### config.mk
export PLATFORM = sky130hd
export DESIGN_NAME = dsync_timing
export DESIGN_NICKNAME = d
export VERILOG_FILES = /design/src/dsync_pkg.sv /design/src/dsync_pixclk.sv /design/src/dsync_timing.sv
export SDC_FILE = /design/constraint.sdc
export NUM_CORES = 1
export LEC_CHECK = 0
export BUFFER_PORTS_ARGS = -buffer_cell sky130_fd_sc_hd__buf_2
export CAP_MARGIN = 20
export CELL_PAD_IN_SITES_DETAIL_PLACEMENT = 0
export CELL_PAD_IN_SITES_GLOBAL_PLACEMENT = 1
export CORE_UTILIZATION = 45
export CTS_BUF_LIST = sky130_fd_sc_hd__clkbuf_4 sky130_fd_sc_hd__clkbuf_8 sky130_fd_sc_hd__clkbuf_16
export DETAILED_ROUTE_END_ITERATION = 6
export PLACE_DENSITY = 0.75
export SLEW_MARGIN = 0
export SYNTH_ARGS = -nofsm -noshare
export SYNTH_HDL_FRONTEND = slang
export SYNTH_SLANG_ARGS = --single-unit
export TNS_END_PERCENT = 5
### constraint.sdc
create_clock -name clock_in -period 6.65 [get_ports clock_in]
set_clock_uncertainty 0.05 [all_clocks]
set_input_delay 0.9975 -clock clock_in [delete_from_list [all_inputs] [get_ports clock_in]]
set_output_delay 0.9975 -clock clock_in [all_outputs]
set_load 0.1 [all_outputs]
### src/dsync_pkg.sv
package dsync_pkg;

  // Clock and time base
  localparam int CLK_MHZ = 100;
  localparam int CLK_HZ = 100_000_000;

  // Pixel clock synthesis: step size in Hz and accumulator modulus
  localparam int PIX_STEP_HZ = 73250;
  localparam int PIX_MOD = CLK_HZ / PIX_STEP_HZ;
  localparam int PIX_ACC_W = 11;
  localparam int PIX_W = 10;

  // Horizontal period unit, clamp unit, generated pulse widths
  localparam int HP_STEP_NS = 30;
  localparam int HP_STEP_CYC = (HP_STEP_NS * CLK_MHZ + 999) / 1000;
  localparam int CLAMP_STEP_NS = 480;
  localparam int CLAMP_STEP_CYC = (CLAMP_STEP_NS * CLK_MHZ + 999) / 1000;
  localparam int HS_WIDTH_NS = 4700;
  localparam int HS_WIDTH_CYC = (HS_WIDTH_NS * CLK_MHZ + 999) / 1000;
  localparam int VS_LINES = 3;
  // Sandcastle pulse longer than this carries the vertical component
  localparam int SC_VS_NS = 8000;
  localparam int SC_VS_CYC = (SC_VS_NS * CLK_MHZ + 999) / 1000;

  // Field widths
  localparam int HCYC_W = 14;
  localparam int LINE_W = 11;
  localparam int PIXC_W = 12;
  localparam int HP_W = 12;
  localparam int CLMP_W = 8;

  // Register offsets
  localparam logic [4:0] OFS_CTRL = 5'h00;
  localparam logic [4:0] OFS_STAT = 5'h01;
  localparam logic [4:0] OFS_MASK = 5'h02;
  localparam logic [4:0] OFS_LPF_LO = 5'h03;
  localparam logic [4:0] OFS_LPF_HI = 5'h04;
  localparam logic [4:0] OFS_HP_LO = 5'h05;
  localparam logic [4:0] OFS_HP_HI = 5'h06;
  localparam logic [4:0] OFS_VDLY_LO = 5'h07;
  localparam logic [4:0] OFS_VDLY_HI = 5'h08;
  localparam logic [4:0] OFS_HDLY_LO = 5'h09;
  localparam logic [4:0] OFS_HDLY_HI = 5'h0a;
  localparam logic [4:0] OFS_HCB = 5'h0b;
  localparam logic [4:0] OFS_HCE = 5'h0c;
  localparam logic [4:0] OFS_VCB_LO = 5'h0d;
  localparam logic [4:0] OFS_VCB_HI = 5'h0e;
  localparam logic [4:0] OFS_VCE_LO = 5'h0f;
  localparam logic [4:0] OFS_VCE_HI = 5'h10;
  localparam logic [4:0] OFS_PIX_LO = 5'h11;
  localparam logic [4:0] OFS_PIX_HI = 5'h12;

  // Control and status bit positions
  localparam int CTL_MASTER = 0;
  localparam int CTL_SANDCASTLE = 1;
  localparam int ST_HSYNC = 0;
  localparam int ST_VSYNC = 1;

  // Reset values
  localparam logic [1:0] CTRL_RST = 2'h0;
  localparam logic [LINE_W-1:0] LPF_RST = 11'h271;
  localparam logic [HP_W-1:0] HP_RST = 12'h855;
  localparam logic [LINE_W-1:0] VDLY_RST = 11'h020;
  localparam logic [PIXC_W-1:0] HDLY_RST = 12'h048;
  localparam logic [CLMP_W-1:0] HCB_RST = 8'h00;
  localparam logic [CLMP_W-1:0] HCE_RST = 8'h0a;
  localparam logic [LINE_W-1:0] VCB_RST = 11'h000;
  localparam logic [LINE_W-1:0] VCE_RST = 11'h004;
  localparam logic [PIX_W-1:0] PIX_RST = 10'h0a4;

  // One display pixel: colour, blanking and contrast reduction
  typedef struct packed {
    logic [2:0] rgb;
    logic blank;
    logic contrast;
  } dsync_pix_s;

endpackage : dsync_pkg

### src/dsync_pixclk.sv
`timescale 1ns/1ps
// Pixel rate enable from a modulo phase accumulator; free running, never
// realigned to the line, so its phase against sync is arbitrary.
module dsync_pixclk #(
  parameter int ACC_W = dsync_pkg::PIX_ACC_W,
  parameter int STEP_W = dsync_pkg::PIX_W,
  parameter logic [ACC_W-1:0] MODULUS = ACC_W'(dsync_pkg::PIX_MOD)
) (
  input wire logic clock_in,
  input wire logic rst_in,
  input wire logic [STEP_W-1:0] step_in,
  output logic pix_en_out
);

  logic [ACC_W:0] acc_r;
  logic [ACC_W:0] sum;

  assign sum = acc_r + {{(ACC_W+1-STEP_W){1'b0}}, step_in};

  // Overflow past the modulus yields one pixel enable
  always_ff @(posedge clock_in or posedge rst_in) begin
    if (rst_in) begin
      acc_r <= '0;
      pix_en_out <= 1'b0;
    end else if (sum >= {1'b0, MODULUS}) begin
      acc_r <= sum - {1'b0, MODULUS};
      pix_en_out <= 1'b1;
    end else begin
      acc_r <= sum;
      pix_en_out <= 1'b0;
    end
  end

endmodule : dsync_pixclk

### src/dsync_timing.sv
// Implementation choices: the register offsets and the plain strobed port.
`timescale 1ns/1ps
// Notes on behaviour
// - Own timing, apart from acquisition; software picks master or slave.
// - Slave takes separate H and V pins or one sandcastle pulse.
// - Slave accepts any sync rate; no fixed ratio to pixel clock.
// - Master drives H and V with programmable period and line count.
// - Clamp area forces black; blank and contrast use subtable zero values.
// - Clamp area set in lines vertically, 480 ns units horizontally.
// - Border surrounds character area; colour from one lookup vector.
// - Character area offset by vertical and horizontal sync delays.
// - Character area size comes from the display generator format.
// - Pixel clock 10 to 32 MHz in 73.25 kHz steps, default 12.01.
// - Lines per field 1 to 1024; line period in 30 ns steps.
// - Vertical clamp begin and end in lines, defaults 0 and 4.
// - Horizontal clamp begin and end in 480 ns steps, defaults 0, 4.8 us.
// - Interrupts on rising edge of undelayed H and V at pins.
// - Hardware sets sync flags; only software clears them.
// - Clamp overrides background and character area.
module dsync_timing (
  input wire logic clock_in,
  input wire logic rst_in,
  input wire logic [4:0] addr_in,
  input wire logic [7:0] wdata_in,
  input wire logic wr_in,
  input wire logic rd_in,
  output logic [7:0] rdata_out,
  input wire logic hsync_in,
  input wire logic vsync_in,
  output logic hsync_out,
  output logic hsync_oe_out,
  output logic vsync_out,
  output logic vsync_oe_out,
  input wire logic [dsync_pkg::PIXC_W-1:0] fmt_width_in,
  input wire logic [dsync_pkg::LINE_W-1:0] fmt_height_in,
  input wire dsync_pkg::dsync_pix_s char_pix_in,
  input wire dsync_pkg::dsync_pix_s border_pix_in,
  input wire dsync_pkg::dsync_pix_s sub0_pix_in,
  output dsync_pkg::dsync_pix_s pix_out,
  output logic char_area_out,
  output logic clamp_out,
  output logic pix_en_out,
  output logic irq_out
);

  localparam int HCYC_W = dsync_pkg::HCYC_W;
  localparam int LINE_W = dsync_pkg::LINE_W;
  localparam int PIXC_W = dsync_pkg::PIXC_W;
  localparam int HP_W = dsync_pkg::HP_W;
  localparam int CLMP_W = dsync_pkg::CLMP_W;

  typedef enum logic [1:0] {
    DSYNC_SC_IDLE = 2'b00,
    DSYNC_SC_HIGH = 2'b01,
    DSYNC_SC_VERT = 2'b11
  } dsync_sc_e;

  // Registers
  logic [1:0] sync_control_r;
  logic [1:0] stat_r;
  logic [1:0] mask_r;
  logic [LINE_W-1:0] lines_per_field_r;
  logic [HP_W-1:0] horizontal_period_r;
  logic [LINE_W-1:0] vertical_sync_delay_r;
  logic [PIXC_W-1:0] horizontal_sync_delay_r;
  logic [CLMP_W-1:0] horizontal_clamp_begin_r;
  logic [CLMP_W-1:0] horizontal_clamp_end_r;
  logic [LINE_W-1:0] vertical_clamp_begin_r;
  logic [LINE_W-1:0] vertical_clamp_end_r;
  logic [dsync_pkg::PIX_W-1:0] pixel_frequency_setting_r;

  logic master;
  logic sandcastle;
  assign master = sync_control_r[dsync_pkg::CTL_MASTER];
  assign sandcastle = sync_control_r[dsync_pkg::CTL_SANDCASTLE];

  // Clamp position in 480 ns units to clock cycles
  function automatic logic [HCYC_W-1:0] clamp_cyc(
      input logic [CLMP_W-1:0] v);
    clamp_cyc = HCYC_W'(v * dsync_pkg::CLAMP_STEP_CYC);
  endfunction : clamp_cyc

  // Window test shared by all region decoders
  function automatic logic in_win(input logic [HCYC_W-1:0] pos,
      input logic [HCYC_W-1:0] lo, input logic [HCYC_W-1:0] hi);
    in_win = (pos >= lo) && (pos < hi);
  endfunction : in_win

  // Software writes; fields wider than a byte split into low and high bytes
  always_ff @(posedge clock_in or posedge rst_in) begin
    if (rst_in) begin
      sync_control_r <= dsync_pkg::CTRL_RST;
      mask_r <= 2'h0;
      lines_per_field_r <= dsync_pkg::LPF_RST;
      horizontal_period_r <= dsync_pkg::HP_RST;
      vertical_sync_delay_r <= dsync_pkg::VDLY_RST;
      horizontal_sync_delay_r <= dsync_pkg::HDLY_RST;
      horizontal_clamp_begin_r <= dsync_pkg::HCB_RST;
      horizontal_clamp_end_r <= dsync_pkg::HCE_RST;
      vertical_clamp_begin_r <= dsync_pkg::VCB_RST;
      vertical_clamp_end_r <= dsync_pkg::VCE_RST;
      pixel_frequency_setting_r <= dsync_pkg::PIX_RST;
    end else if (wr_in) begin
      case (addr_in)
        dsync_pkg::OFS_CTRL: sync_control_r <= wdata_in[1:0];
        dsync_pkg::OFS_MASK: mask_r <= wdata_in[1:0];
        dsync_pkg::OFS_LPF_LO: lines_per_field_r[7:0] <= wdata_in;
        dsync_pkg::OFS_LPF_HI: lines_per_field_r[10:8] <= wdata_in[2:0];
        dsync_pkg::OFS_HP_LO: horizontal_period_r[7:0] <= wdata_in;
        dsync_pkg::OFS_HP_HI: horizontal_period_r[11:8] <= wdata_in[3:0];
        dsync_pkg::OFS_VDLY_LO: vertical_sync_delay_r[7:0] <= wdata_in;
        dsync_pkg::OFS_VDLY_HI: vertical_sync_delay_r[10:8] <= wdata_in[2:0];
        dsync_pkg::OFS_HDLY_LO: horizontal_sync_delay_r[7:0] <= wdata_in;
        dsync_pkg::OFS_HDLY_HI:
          horizontal_sync_delay_r[11:8] <= wdata_in[3:0];
        dsync_pkg::OFS_HCB: horizontal_clamp_begin_r <= wdata_in;
        dsync_pkg::OFS_HCE: horizontal_clamp_end_r <= wdata_in;
        dsync_pkg::OFS_VCB_LO: vertical_clamp_begin_r[7:0] <= wdata_in;
        dsync_pkg::OFS_VCB_HI: vertical_clamp_begin_r[10:8] <= wdata_in[2:0];
        dsync_pkg::OFS_VCE_LO: vertical_clamp_end_r[7:0] <= wdata_in;
        dsync_pkg::OFS_VCE_HI: vertical_clamp_end_r[10:8] <= wdata_in[2:0];
        dsync_pkg::OFS_PIX_LO: pixel_frequency_setting_r[7:0] <= wdata_in;
        dsync_pkg::OFS_PIX_HI:
          pixel_frequency_setting_r[9:8] <= wdata_in[1:0];
        default: ;
      endcase
    end
  end

  // Pixel enable; not line locked, so sync logic never relies on it
  dsync_pixclk u_pixclk (
    .clock_in(clock_in),
    .rst_in(rst_in),
    .step_in(pixel_frequency_setting_r),
    .pix_en_out(pix_en_out)
  );

  // Sync pins pass two flops, third stage is for edge detection only
  logic hs_m_r, hs_s_r, hs_d_r;
  logic vs_m_r, vs_s_r, vs_d_r;
  always_ff @(posedge clock_in or posedge rst_in) begin
    if (rst_in) begin
      hs_m_r <= 1'b0;
      hs_s_r <= 1'b0;
      hs_d_r <= 1'b0;
      vs_m_r <= 1'b0;
      vs_s_r <= 1'b0;
      vs_d_r <= 1'b0;
    end else begin
      hs_m_r <= hsync_in;
      hs_s_r <= hs_m_r;
      hs_d_r <= hs_s_r;
      vs_m_r <= vsync_in;
      vs_s_r <= vs_m_r;
      vs_d_r <= vs_s_r;
    end
  end

  logic hs_rise, vs_rise;
  assign hs_rise = hs_s_r && !hs_d_r;
  assign vs_rise = vs_s_r && !vs_d_r;

  // Sandcastle on the H pin: each rise is H; a long pulse also carries V
  dsync_sc_e sc_state_r;
  logic [HCYC_W-1:0] sc_cnt_r;
  logic sc_v_evt;
  assign sc_v_evt = (sc_state_r == DSYNC_SC_HIGH) && hs_s_r &&
                    (sc_cnt_r == HCYC_W'(dsync_pkg::SC_VS_CYC - 1));

  always_ff @(posedge clock_in or posedge rst_in) begin
    if (rst_in) begin
      sc_state_r <= DSYNC_SC_IDLE;
      sc_cnt_r <= '0;
    end else begin
      case (sc_state_r)
        DSYNC_SC_IDLE: begin
          sc_cnt_r <= '0;
          if (hs_rise) begin
            sc_state_r <= DSYNC_SC_HIGH;
          end
        end
        DSYNC_SC_HIGH: begin
          sc_cnt_r <= sc_cnt_r + 1'b1;
          if (!hs_s_r) begin
            sc_state_r <= DSYNC_SC_IDLE;
          end else if (sc_v_evt) begin
            sc_state_r <= DSYNC_SC_VERT;
          end
        end
        DSYNC_SC_VERT: begin
          if (!hs_s_r) begin
            sc_state_r <= DSYNC_SC_IDLE;
          end
        end
        default: sc_state_r <= DSYNC_SC_IDLE;
      endcase
    end
  end

  // Position counters
  logic [HCYC_W-1:0] hcyc_r;
  logic [PIXC_W-1:0] pixc_r;
  logic [LINE_W-1:0] line_r;
  logic h_wrap, m_v_evt, h_evt, v_evt;

  // Master line end, period in 30 ns units; a count already past the end
  // (run on in slave mode, or a shortened period) wraps at once
  assign h_wrap = hcyc_r >=
      HCYC_W'(horizontal_period_r * dsync_pkg::HP_STEP_CYC - 1);
  assign m_v_evt = h_wrap && (line_r >= lines_per_field_r - 1'b1);
  // Slave events come from pins in either form, at whatever rate
  assign h_evt = master ? h_wrap : hs_rise;
  assign v_evt = master ? m_v_evt : (sandcastle ? sc_v_evt : vs_rise);

  // Restart on every accepted or generated sync; saturate otherwise
  always_ff @(posedge clock_in or posedge rst_in) begin
    if (rst_in) begin
      hcyc_r <= '0;
      line_r <= '0;
    end else begin
      if (h_evt) begin
        hcyc_r <= '0;
      end else if (hcyc_r != '1) begin
        hcyc_r <= hcyc_r + 1'b1;
      end
      if (v_evt) begin
        line_r <= '0;
      end else if (h_evt && line_r != '1) begin
        line_r <= line_r + 1'b1;
      end
    end
  end

  // Pixel position counts pixel enables since the line start
  always_ff @(posedge clock_in or posedge rst_in) begin
    if (rst_in) begin
      pixc_r <= '0;
    end else if (h_evt) begin
      pixc_r <= '0;
    end else if (pix_en_out && pixc_r != '1) begin
      pixc_r <= pixc_r + 1'b1;
    end
  end

  // Sync pins driven only in master mode
  always_ff @(posedge clock_in or posedge rst_in) begin
    if (rst_in) begin
      hsync_out <= 1'b0;
      vsync_out <= 1'b0;
      hsync_oe_out <= 1'b0;
      vsync_oe_out <= 1'b0;
    end else begin
      hsync_oe_out <= master;
      vsync_oe_out <= master;
      hsync_out <= master && (hcyc_r < HCYC_W'(dsync_pkg::HS_WIDTH_CYC));
      vsync_out <= master && (line_r < LINE_W'(dsync_pkg::VS_LINES));
    end
  end

  // Region decode against the counters
  logic v_clamp, h_clamp, clamp, v_char, h_char, char_area;
  assign v_clamp = in_win(HCYC_W'(line_r), HCYC_W'(vertical_clamp_begin_r),
      HCYC_W'(vertical_clamp_end_r));
  assign h_clamp = in_win(hcyc_r, clamp_cyc(horizontal_clamp_begin_r),
      clamp_cyc(horizontal_clamp_end_r));
  assign clamp = v_clamp || h_clamp;
  // Size from the generator's format; hold delay over 2 us
  assign v_char = in_win(HCYC_W'(line_r), HCYC_W'(vertical_sync_delay_r),
      HCYC_W'(vertical_sync_delay_r) + HCYC_W'(fmt_height_in));
  assign h_char = in_win(HCYC_W'(pixc_r), HCYC_W'(horizontal_sync_delay_r),
      HCYC_W'(horizontal_sync_delay_r) + HCYC_W'(fmt_width_in));
  assign char_area = v_char && h_char;

  // Pixel mux: clamp first, then character area, else border vector
  always_ff @(posedge clock_in or posedge rst_in) begin
    if (rst_in) begin
      pix_out <= '0;
      char_area_out <= 1'b0;
      clamp_out <= 1'b0;
    end else begin
      clamp_out <= clamp;
      char_area_out <= char_area && !clamp;
      if (clamp) begin
        pix_out.rgb <= 3'h0;
        pix_out.blank <= sub0_pix_in.blank;
        pix_out.contrast <= sub0_pix_in.contrast;
      end else if (char_area) begin
        pix_out <= char_pix_in;
      end else begin
        pix_out <= border_pix_in;
      end
    end
  end

  // Sticky flags at raw pin edges; a read clears, but a new edge wins
  logic stat_rd;
  logic [1:0] stat_set;
  assign stat_rd = rd_in && (addr_in == dsync_pkg::OFS_STAT);
  assign stat_set = {master ? m_v_evt :
                     (sandcastle ? sc_v_evt : vs_rise),
                     master ? h_wrap : hs_rise};
  always_ff @(posedge clock_in or posedge rst_in) begin
    if (rst_in) begin
      stat_r <= 2'h0;
    end else begin
      stat_r <= (stat_rd ? 2'h0 : stat_r) | stat_set;
    end
  end

  // Level interrupt while any unmasked flag stands
  always_ff @(posedge clock_in or posedge rst_in) begin
    if (rst_in) begin
      irq_out <= 1'b0;
    end else begin
      irq_out <= |(stat_r & mask_r);
    end
  end

  // Read data the cycle after the strobe; unmapped reads give zero
  always_ff @(posedge clock_in or posedge rst_in) begin
    if (rst_in) begin
      rdata_out <= 8'h00;
    end else if (rd_in) begin
      case (addr_in)
        dsync_pkg::OFS_CTRL: rdata_out <= {6'h00, sync_control_r};
        dsync_pkg::OFS_STAT: rdata_out <= {6'h00, stat_r};
        dsync_pkg::OFS_MASK: rdata_out <= {6'h00, mask_r};
        dsync_pkg::OFS_LPF_LO: rdata_out <= lines_per_field_r[7:0];
        dsync_pkg::OFS_LPF_HI: rdata_out <= {5'h00, lines_per_field_r[10:8]};
        dsync_pkg::OFS_HP_LO: rdata_out <= horizontal_period_r[7:0];
        dsync_pkg::OFS_HP_HI: rdata_out <= {4'h0, horizontal_period_r[11:8]};
        dsync_pkg::OFS_VDLY_LO: rdata_out <= vertical_sync_delay_r[7:0];
        dsync_pkg::OFS_VDLY_HI:
          rdata_out <= {5'h00, vertical_sync_delay_r[10:8]};
        dsync_pkg::OFS_HDLY_LO: rdata_out <= horizontal_sync_delay_r[7:0];
        dsync_pkg::OFS_HDLY_HI:
          rdata_out <= {4'h0, horizontal_sync_delay_r[11:8]};
        dsync_pkg::OFS_HCB: rdata_out <= horizontal_clamp_begin_r;
        dsync_pkg::OFS_HCE: rdata_out <= horizontal_clamp_end_r;
        dsync_pkg::OFS_VCB_LO: rdata_out <= vertical_clamp_begin_r[7:0];
        dsync_pkg::OFS_VCB_HI:
          rdata_out <= {5'h00, vertical_clamp_begin_r[10:8]};
        dsync_pkg::OFS_VCE_LO: rdata_out <= vertical_clamp_end_r[7:0];
        dsync_pkg::OFS_VCE_HI:
          rdata_out <= {5'h00, vertical_clamp_end_r[10:8]};
        dsync_pkg::OFS_PIX_LO: rdata_out <= pixel_frequency_setting_r[7:0];
        dsync_pkg::OFS_PIX_HI:
          rdata_out <= {6'h00, pixel_frequency_setting_r[9:8]};
        default: rdata_out <= 8'h00;
      endcase
    end else begin
      rdata_out <= 8'h00;
    end
  end

endmodule : dsync_timing

Word-level counts from Yosys, hierarchy flattened:

Index checks and enable logic that the tools add are counted.
Widths: inputs -> output; s select.

* bitwise logic cells: 2
* reduce and logical (&&, ||, !) cells: 46
* multipliers: 3
* add/sub/neg operators: 10
* equal/unequal tests: 27
* magnitude comparators: 13
* muxes and demuxes: 22

Operator list (count)
* $pmux 8 s19: 1
* $eq 5x4->1 const B: 8
* $mux 12: 3
* $reduce_and 2->1: 18
* $ge 11x11->1: 3
* $add 14x1->14 const B: 2
* $ge 14x14->1: 2
* $mux 14: 2
* $pmux 14 s2: 1
* $mux 11: 2
* $eq 5x3->1 const B: 4
* $mul 8x2->10 const B: 2
* $logic_and 1x1->1: 16
* $eq 5x5->1 const B: 3
* $eq 14x10->1 const B: 1
* $lt 14x14->1: 1
* $lt 14x9->1 const B: 1
* $mul 12x2->14 const B: 1
* $ne 14x14->1 const B: 1
* $sub 14x1->14 const B: 1
* $add 12x12->13: 1
* $lt 12x13->1: 1
* $add 11x11->12: 1
* $add 12x1->12 const B: 1
* other kinds (31): 46

* register bits after elaboration: 191
* word-level logic and storage cells: 165
* bits of input ports: 57
* output and inout port bits: 21

Depth between registers and ports, before layout:

Gate-level depths: netlist of the first run.

* depth in word-level cells: 7
* gate-level depth with buffers: 22
* gate-level depth less buffers: 20

Cells and area by module:

Synthesis of the first run repeated with hierarchy kept, for this count alone.

* cell total of the unflattened synthesis: 1402
* area total of the unflattened synthesis: 13849.5 sq um

Modules (own cells, without submodules)
* dsync_timing: sequential area each 4478.0 sq um, times used 1, area an instance 12659.6 sq um, cells each 1270
* dsync_pixclk: sequential area each 325.3 sq um, times used 1, area an instance 1189.9 sq um, cells each 132

Worst setup path before layout of the first run:

No wires, ideal clock.

* path kind: input to register
* start: input port fmt_height_in[0] in the netlist's numbering
* end: register pix_out[0] in the netlist's numbering
* arrival: 4.798 ns
* library setup time: 0.125 ns
* buffers on the path: 0
* setup slack: 1.677 ns
* stages: 18
* path through: ha_1 inv_1 fa_1 nor2b_1 o21ai_0 a21boi_0 o21ai_0 a21oi_1 o21ai_0 mux2_2 a2111oi_0 ha_1 nor2b_1 a2111oi_4 o41ai_2 a311oi_4 mux2_1 mux2_2

* word-level cells in the longest chain between the ends: 6

RTL lines
* from (decl): line dsync_timing.sv:35 `input wire logic [dsync_pkg::LINE_W-1:0] fmt_height_in,`
* $add 11x11->12: line dsync_timing.sv:269 `HCYC_W'(vertical_sync_delay_r) + HCYC_W'(fmt_height_in));`
* $lt 11x12->1: line dsync_timing.sv:86 `in_win = (pos >= lo) && (pos < hi);`
* $logic_and 1x1->1: line dsync_timing.sv:86
* $logic_and 1x1->1: line dsync_timing.sv:272 `assign char_area = v_char && h_char;`
* $mux 5: line dsync_timing.sv:287 `end else if (char_area) begin`
* $mux 5: line dsync_timing.sv:283 `if (clamp) begin`
* to (signal assigned): line dsync_timing.sv:288 `pix_out <= char_pix_in;`
* to (signal assigned): line dsync_timing.sv:290 `pix_out <= border_pix_in;`
* to (decl): line dsync_timing.sv:39 `output dsync_pkg::dsync_pix_s pix_out,`

No other way between the ends.
A chain may end at the register's enable or synchronous reset.

Worst setup path in the final report of the first run:

* start: input port fmt_height_in[0] in the netlist's numbering
* end: register pix_out[1] in the netlist's numbering

The elaborated chain is that of the path after synthesis.

==> impl_results.md, run 1 <==
* Run status: complete, no violations
* Area enclosed by the die boundary at about 0.032 sq mm
* Placed cell count at between 1,500 and 2,000
* Final Hold Violating Endpoints at 0
* Worst vdd rail ir drop at 0.342 mV
* Area contributors post-synth: sky130_fd_sc_hd__dfrtp_1 (31%), sky130_fd_sc_hd__ha_1 (17%), sky130_fd_sc_hd__mux2_2 (8.3%)
* Worst Hold Launch: hs_m_r
* Number of buffers created by CTS at 17
* Number of different library cells in the post-synthesis netlist at 85
* Post-DR vias/cell at approximately 5.8
* Detail-routed net length per standard cell at between 15 and 20 microns
* Final Max Tran Viols at 0
* Weighted congestion at the end of routability-driven global placement at approximately 0.94
* Cell depth of the worst flop-to-flop path at 18
* Sequential cell area fraction in the yosys report at 0.345
* Register share of total power at 0.323
* Clock tree from TritonCTS: done
* Switching part of the total power at 0.415
* Clock Sink Count at 191
* Count of flip-flops with a built-in enable after synthesis at 0
* Cell taking the most area after synthesis: sky130_fd_sc_hd__dfrtp_1
* Worst-Margin Slew at around 1.1 ns
* Synthesized area at roughly 0.014 sq mm
* Leak pwr at about 7.3 nW
* Clk slew on worst S/H paths at 0.07 ns
* H-tree levels at 4
* Number of DRC violations after detailed routing at 0
* Clock latency of the later-clocked register in the worst-skew pair at 0.45 ns
* CP required at between 6 and 7 ns
* Wire length of the first global-routing pass at a little under 60 mm
* Synth Instances at approximately 1,400
* Class of the tightest hold or removal check: flip-flop to flip-flop
* Unrepaired setup endpoints after global routing: no
* Share of final-layout standard cells stronger than drive strength 1 at 0.174
* Critical Path AT at 5.51 ns
* Combinational share of power at 0.464
* Master cell of the clock root buffer: sky130_fd_sc_hd__clkbuf_16
* Power Density at roughly 330 mW/mm^2
* Half-perimeter wire length after detailed placement at 27.4 mm
* Post-detailed-placement cell area at between 0.01 and 0.015 sq mm
* Share of synthesized flip-flops with an asynchronous set or reset at 1.00
* End-of-flow core utilization at 0.510
* Detailed router's first-iteration violation count at 740
* Worst setup slack after layout at roughly 1.4 ns
* Source of the worst register-to-register timing path: vertical_sync_delay_r[0]
* Buffer levels on the longest clock path at 2
* Most instantiated cells after synthesis: sky130_fd_sc_hd__ha_1 (188), sky130_fd_sc_hd__dfrtp_1 (172), sky130_fd_sc_hd__inv_1 (119)
* Final hold slack at approximately 0.31 ns
* Area added between synthesis and finish at 10.2%
* Initial Util at 0.463
* Switching power total at roughly 2.1 mW
* Overall Global Routing Usage at 0.244
* Category of the worst setup path capture point: flip-flop
* Y dimension of the die at around 180 microns
* Die Width at around 180 microns
* Type of element launching the critical path: primary input
* Number of nets produced by synthesis at 1,653
* Pre-CTS setup slack at about 1.0 ns
* Post-Route Setup TNS at 0 ns
* Max_slew headroom at 0.233
* Post-CTS setup buffers at 0
* Via count at 10,850
* Number of cells traversed by the worst hold path at 0
* Total of endpoints with negative setup slack in the final report at 0
* Core area at 0.0300 sq mm
* Number of ports placed on the die boundary at between 70 and 80
* Post-cts resize count at 0
* Internal at roughly 3 mW
* Clock period minus final worst setup slack at 5.22 ns
* Launching instance or port of the critical path: fmt_height_in[0]
* Drt first pass iters at 6
* Average instance area after synthesis at roughly 10 sq um
* Synthesis-stage register bit count at roughly 190
* Row count at 63
* Fin area at between 0.015 and 0.02 sq mm
* Aggregate global routing overflow at 0
* Post-route insts no fill at between 1,500 and 2,000
* Critical path start-end classification: primary input to flip-flop
* Portion of total power attributed to the clock network at 0.213
* Post-layout net count at 1,729
* MaxCap Viol Count at 0
* Final worst path period share at 0.786
* Biggest fanout along the worst timing path at 6
* Warning count from the yosys run at 0
* Count of antenna-violating nets left after detailed routing at 0
* Main synth FF type: sky130_fd_sc_hd__dfrtp_1
* Vias in the first global route at approximately 11,000
* Design Power at just over 5 mW
* Number of antenna violations at the first check in global routing at 4
* Portion of synthesized cell area occupied by the leading cell type at 0.309
* Timing-limited maximum frequency at ~190 MHz
* Routed wire length at between 30 and 40 mm
* Input/output buffers at 74
* Maximum number of pins on one net before global-route repair at 137
* Hold buffers post-CTS at 0
* Most frequently used cell type in the post-synthesis netlist: sky130_fd_sc_hd__ha_1
-- power by group through the flow --
stage               Clock (mW)  Combinational (mW)  Sequential [mW]
floorplan                    0                1.79             1.70
global placement             0                2.33             1.67
detailed placement           0                2.37             1.68
CTS                       1.11                2.40             1.66
global route              1.16                2.71             1.68
finish                    1.10                2.38             1.66
-- worst max-delay path, cell delays in order --
cell,delay (ns)
sky130_fd_sc_hd__buf_2,0.08
sky130_fd_sc_hd__ha_1,0.17
sky130_fd_sc_hd__inv_1,0.06
sky130_fd_sc_hd__fa_1,0.39
sky130_fd_sc_hd__nor2b_1,0.14
sky130_fd_sc_hd__o21ai_0,0.10
sky130_fd_sc_hd__a21boi_0,0.18
sky130_fd_sc_hd__o21ai_0,0.12
sky130_fd_sc_hd__a21oi_1,0.20
sky130_fd_sc_hd__o21ai_0,0.12
sky130_fd_sc_hd__mux2_2,0.28
sky130_fd_sc_hd__a2111oi_0,0.41
sky130_fd_sc_hd__ha_1,0.32
sky130_fd_sc_hd__nor2b_1,0.16
sky130_fd_sc_hd__a2111oi_4,0.34
sky130_fd_sc_hd__o41ai_2,0.18
sky130_fd_sc_hd__a311oi_4,0.63
sky130_fd_sc_hd__mux2_1,0.37
sky130_fd_sc_hd__mux2_2,0.26
-- metal layers --
metal	GRT usage	share of wire	vias up
met1	0.332	0.46	5256
li1	-	-	5277
met5	0	0.00036	-
met4	0.0787	0.021	2
met3	0.0525	0.064	45
met2	0.383	0.45	270
-- cell type report --
type,count,area [sq um]
Tap cell,390,488
Multi-Input combinational cell,1072,8570
Clock inverter,12,158
Antenna cell,4,10.0
Clock buffer,20,454
Fill cell,2846,14700
Timing Repair Buffer,76,385
Sequential cell,191,4800
Inverter,120,458
-- cell usage in the layout, fill, tap and decap left out, types with 7 or more instances in the layout --
master,instances
sky130_fd_sc_hd__ha_1,188
sky130_fd_sc_hd__dfrtp_1,172
sky130_fd_sc_hd__inv_1,118
sky130_fd_sc_hd__mux2_2,102
sky130_fd_sc_hd__nor2_1,98
sky130_fd_sc_hd__a21oi_1,83
sky130_fd_sc_hd__nand2_1,80
sky130_fd_sc_hd__buf_2,74
sky130_fd_sc_hd__xor2_1,52
sky130_fd_sc_hd__o21ai_0,50
sky130_fd_sc_hd__xnor2_1,39
sky130_fd_sc_hd__nand3_1,35
sky130_fd_sc_hd__a21o_1,28
sky130_fd_sc_hd__a22oi_1,23
sky130_fd_sc_hd__nand4_1,19
sky130_fd_sc_hd__dfstp_2,19
sky130_fd_sc_hd__nor2b_1,18
sky130_fd_sc_hd__nor3_1,18
sky130_fd_sc_hd__clkbuf_16,17
sky130_fd_sc_hd__nand2b_1,14
sky130_fd_sc_hd__a31oi_1,13
sky130_fd_sc_hd__or3_1,12
sky130_fd_sc_hd__mux2i_1,12
sky130_fd_sc_hd__a22o_1,11
sky130_fd_sc_hd__o21a_1,11
sky130_fd_sc_hd__o21bai_1,11
sky130_fd_sc_hd__and3_1,10
sky130_fd_sc_hd__a221oi_1,9
sky130_fd_sc_hd__a211oi_1,7
sky130_fd_sc_hd__and4_1,7
sky130_fd_sc_hd__o211ai_1,7
sky130_fd_sc_hd__a222oi_1,7
-- state kept, by name, indices dropped and copies added, names as in the netlist, 12 cells and up --
signal,cells
sc_cnt_r,14
hcyc_r,14
horizontal_sync_delay_r,12
pixc_r,12
u_pixclk.acc_r,12
horizontal_period_r,12
-- final timing paths --
path,end,slack [ns]
worst max-delay path,pix_out[1],1.43
worst min-delay path,hs_s_r,0.31
worst max register to register,pix_out[1],1.54
worst min register to register,hs_s_r,0.31
max in group asynchronous,vertical_clamp_begin_r[4],4.50
min in group asynchronous,rdata_out[4],0.71
-- logic make-up after synthesis --
family                   synth area share
AO/OA/AOI/OAI                       0.162
XOR/XNOR                           0.0585
adder cells (fa/ha/maj)             0.178
buffers and inverters              0.0383
flip-flops                          0.345
multiplexers                       0.0928
AND/OR/NAND/NOR                     0.125
Note: power is estimated with default switching activity, not from simulation.
==> run 2, diff against run 1 <==
==> constraint.sdc (replaced) <==
create_clock -name clock_in -period 5.05 [get_ports clock_in]
set_clock_uncertainty 0.05 [all_clocks]
set_input_delay 0.7575 -clock clock_in [delete_from_list [all_inputs] [get_ports clock_in]]
set_output_delay 0.7575 -clock clock_in [all_outputs]
set_load 0.1 [all_outputs]
==> run 2 against run 1 <==
Effect of this change:
- the run now ends with design-rule violations left
- critical path depth grew 2
- wire length shrank 0.38%
- worst hold slack lost 0.0098 ns
- highest routed layer unchanged
==> impl_results.md, run 2 (same netlist as run 1, synthesis figures left out) <==
* Routed met2 length at between 15 and 20 mm
* Run status: finished, violations left
* Max_slew headroom at 0.400
* Area added between synthesis and finish at 10.8%
* Critical path start-end classification: flip-flop to flip-flop
* Max Used Layer: met5
* Weighted congestion at the end of routability-driven global placement at 0.926
* Overall Global Routing Usage at 0.240
* Register area at around 0.0048 sq mm
* Placed cell count at approximately 1,900
* Final Hold Violating Endpoints at 0
* M1 wire length at about 17 mm
* Critical Path AT at roughly 5 ns
* Master cell of the clock root buffer: sky130_fd_sc_hd__clkbuf_16
* Type of element launching the critical path: flip-flop
* Via count at ~11,000
* CP required at approximately 5.4 ns
* Worst vdd rail ir drop at 0.322 mV
* Leading cell type in the layout, fill and taps excluded: sky130_fd_sc_hd__ha_1
* Number of ports placed on the die boundary at 78
* Worst-Margin Slew at roughly 0.90 ns
* Area enclosed by the die boundary at about 0.032 sq mm
* Drt first pass iters at 7
* Vias in the first global route at ~11,000
* Wire length of the first global-routing pass at 57.6 mm
* MaxCap Viol Count at 0
* Post-DR vias/cell at ~5.8
* Die Width at ~180 microns
* Final worst path period share at 0.939
* Detail-routed net length per standard cell at approximately 19 microns
* Leak pwr at 7.34 nW
* Buffer levels on the longest clock path at 2
* Number of buffers created by CTS at 17
* Clock tree from TritonCTS: done
* Met3 WL at about 2.7 mm
* Row count at 63
* Routed wire length at 36.4 mm
* Class of the tightest hold or removal check: flip-flop to flip-flop
* Commonest cells after routing, fill and taps aside: sky130_fd_sc_hd__ha_1 (188), sky130_fd_sc_hd__dfrtp_1 (172), sky130_fd_sc_hd__inv_1 (118)
* Number of DRC violations after detailed routing at 5
* Post-route insts no fill at approximately 1,900
* Clk slew on worst S/H paths at approximately 0.08 ns
* Filler cell count at 2,794
* Count of antenna-violating nets left after detailed routing at 0
* Post-layout net count at between 1,500 and 2,000
* Maximum number of pins on one net before global-route repair at 137
* Clock latency of the later-clocked register in the worst-skew pair at between 0.4 and 0.5 ns
* Post-CTS setup buffers at 0
* Aggregate global routing overflow at 0
* Share of final-layout standard cells stronger than drive strength 1 at 0.184
* Half-perimeter wire length after detailed placement at between 20 and 30 mm
* Total of endpoints with negative setup slack in the final report at 0
* Violated checks: design-rule violations
* Input/output buffers at 74
* Power Density at 437 mW/mm^2
* Clock Sink Count at ~190
* Final Max Tran Viols at 0
* Clock period minus final worst setup slack at between 4 and 5 ns
* Detailed router's first-iteration violation count at about 770
* Core area at between 0.03 and 0.04 sq mm
* Y dimension of the die at about 180 microns
* H-tree levels at 4
* Number of antenna violations at the first check in global routing at 4
* Biggest fanout along the worst timing path at 11
* Largest registers ranked by flip-flop count: hcyc_r (14), sc_cnt_r (14)
* Final hold slack at roughly 0.3 ns
* Category of the worst setup path capture point: flip-flop
* Area occupied by multi-input gates at roughly 0.0086 sq mm
* Timing-limited maximum frequency at approximately 210 MHz
* Initial Util at 0.463
[run 2: through the flow]
stage / util / TNS [ns] / setup slack (ns) / total power, mW / area (sq um)
floorplan: - / 0 / 0.317 / 4.60 / 13900
global placement: 0.493 / -0.195 / -0.0980 / 5.32 / 14800
detailed placement: 0.493 / -0.355 / -0.174 / 5.39 / 14800
CTS: 0.512 / 0 / 0.132 / 6.77 / 15400
global route: 0.513 / -0.0123 / -0.0123 / 7.28 / 15400
finish: 0.513 / 0 / 0.309 / 6.73 / 15400
[run 2: area by class of cell]
| type | instances | area share |
|---|---|---|
| inverter | 120 | 0.0295 |
| antenna | 2 | 0.000325 |
| timing repair buffer | 89 | 0.0322 |
| multi-input combinational | 1072 | 0.557 |
| sequential | 191 | 0.312 |
| clock buffer | 19 | 0.0286 |
| clock inverter | 13 | 0.00893 |
| tap | 390 | 0.0317 |
[run 2: metal layers]
layer,vias up,GRT usage
li1,5295,-
met3,60,0.0581
met4,4,0.0808
met1,5212,0.326
met2,335,0.371
met5,-,0
[run 2: repair_timing]
item	4_1_cts	5_1_grt
hold buffers	0	0
gates resized for setup	0	4
endpoints found under the setup margin	0	37
[run 2: where the power goes]
group,internal [mW],total [mW],switching [mW],leakage (nW)
clock,0.742,1.36,0.614,0.292
combinational,1.34,3.19,1.85,4.62
sequential,1.83,2.18,0.352,2.43
[run 2: path summary, 6_finish.rpt]
path	start	end	slack [ns]	cells after the start
setup / recovery	horizontal_period_r[2]	line_r[2]	0.31	21
hold / removal	vs_m_r	vs_s_r	0.30	0
setup reg to reg	horizontal_period_r[2]	line_r[2]	0.31	21
hold reg to reg	vs_m_r	vs_s_r	0.30	0
max in group asynchronous	rst_in	pixel_frequency_setting_r[4]	3.89	3
min in group asynchronous	rst_in	vs_d_r	0.45	3
[run 2: critical path, stage by stage, from the launching register on]
cell	delay (ns)
sky130_fd_sc_hd__dfstp_2	0.61
sky130_fd_sc_hd__inv_1	0.09
sky130_fd_sc_hd__ha_1	0.27
sky130_fd_sc_hd__inv_1	0.04
sky130_fd_sc_hd__ha_1	0.28
sky130_fd_sc_hd__a21o_1	0.16
sky130_fd_sc_hd__a21oi_2	0.18
sky130_fd_sc_hd__o21bai_1	0.10
sky130_fd_sc_hd__a21oi_2	0.21
sky130_fd_sc_hd__o21ai_0	0.17
sky130_fd_sc_hd__a21o_1	0.21
sky130_fd_sc_hd__a21oi_1	0.17
sky130_fd_sc_hd__xor2_1	0.18
sky130_fd_sc_hd__ha_1	0.26
sky130_fd_sc_hd__a21o_1	0.16
sky130_fd_sc_hd__a21o_1	0.17
sky130_fd_sc_hd__a21oi_1	0.20
sky130_fd_sc_hd__o211ai_1	0.23
sky130_fd_sc_hd__a41oi_1	0.26
sky130_fd_sc_hd__o21ai_1	0.16
sky130_fd_sc_hd__buf_4	0.22
sky130_fd_sc_hd__a311oi_1	0.27
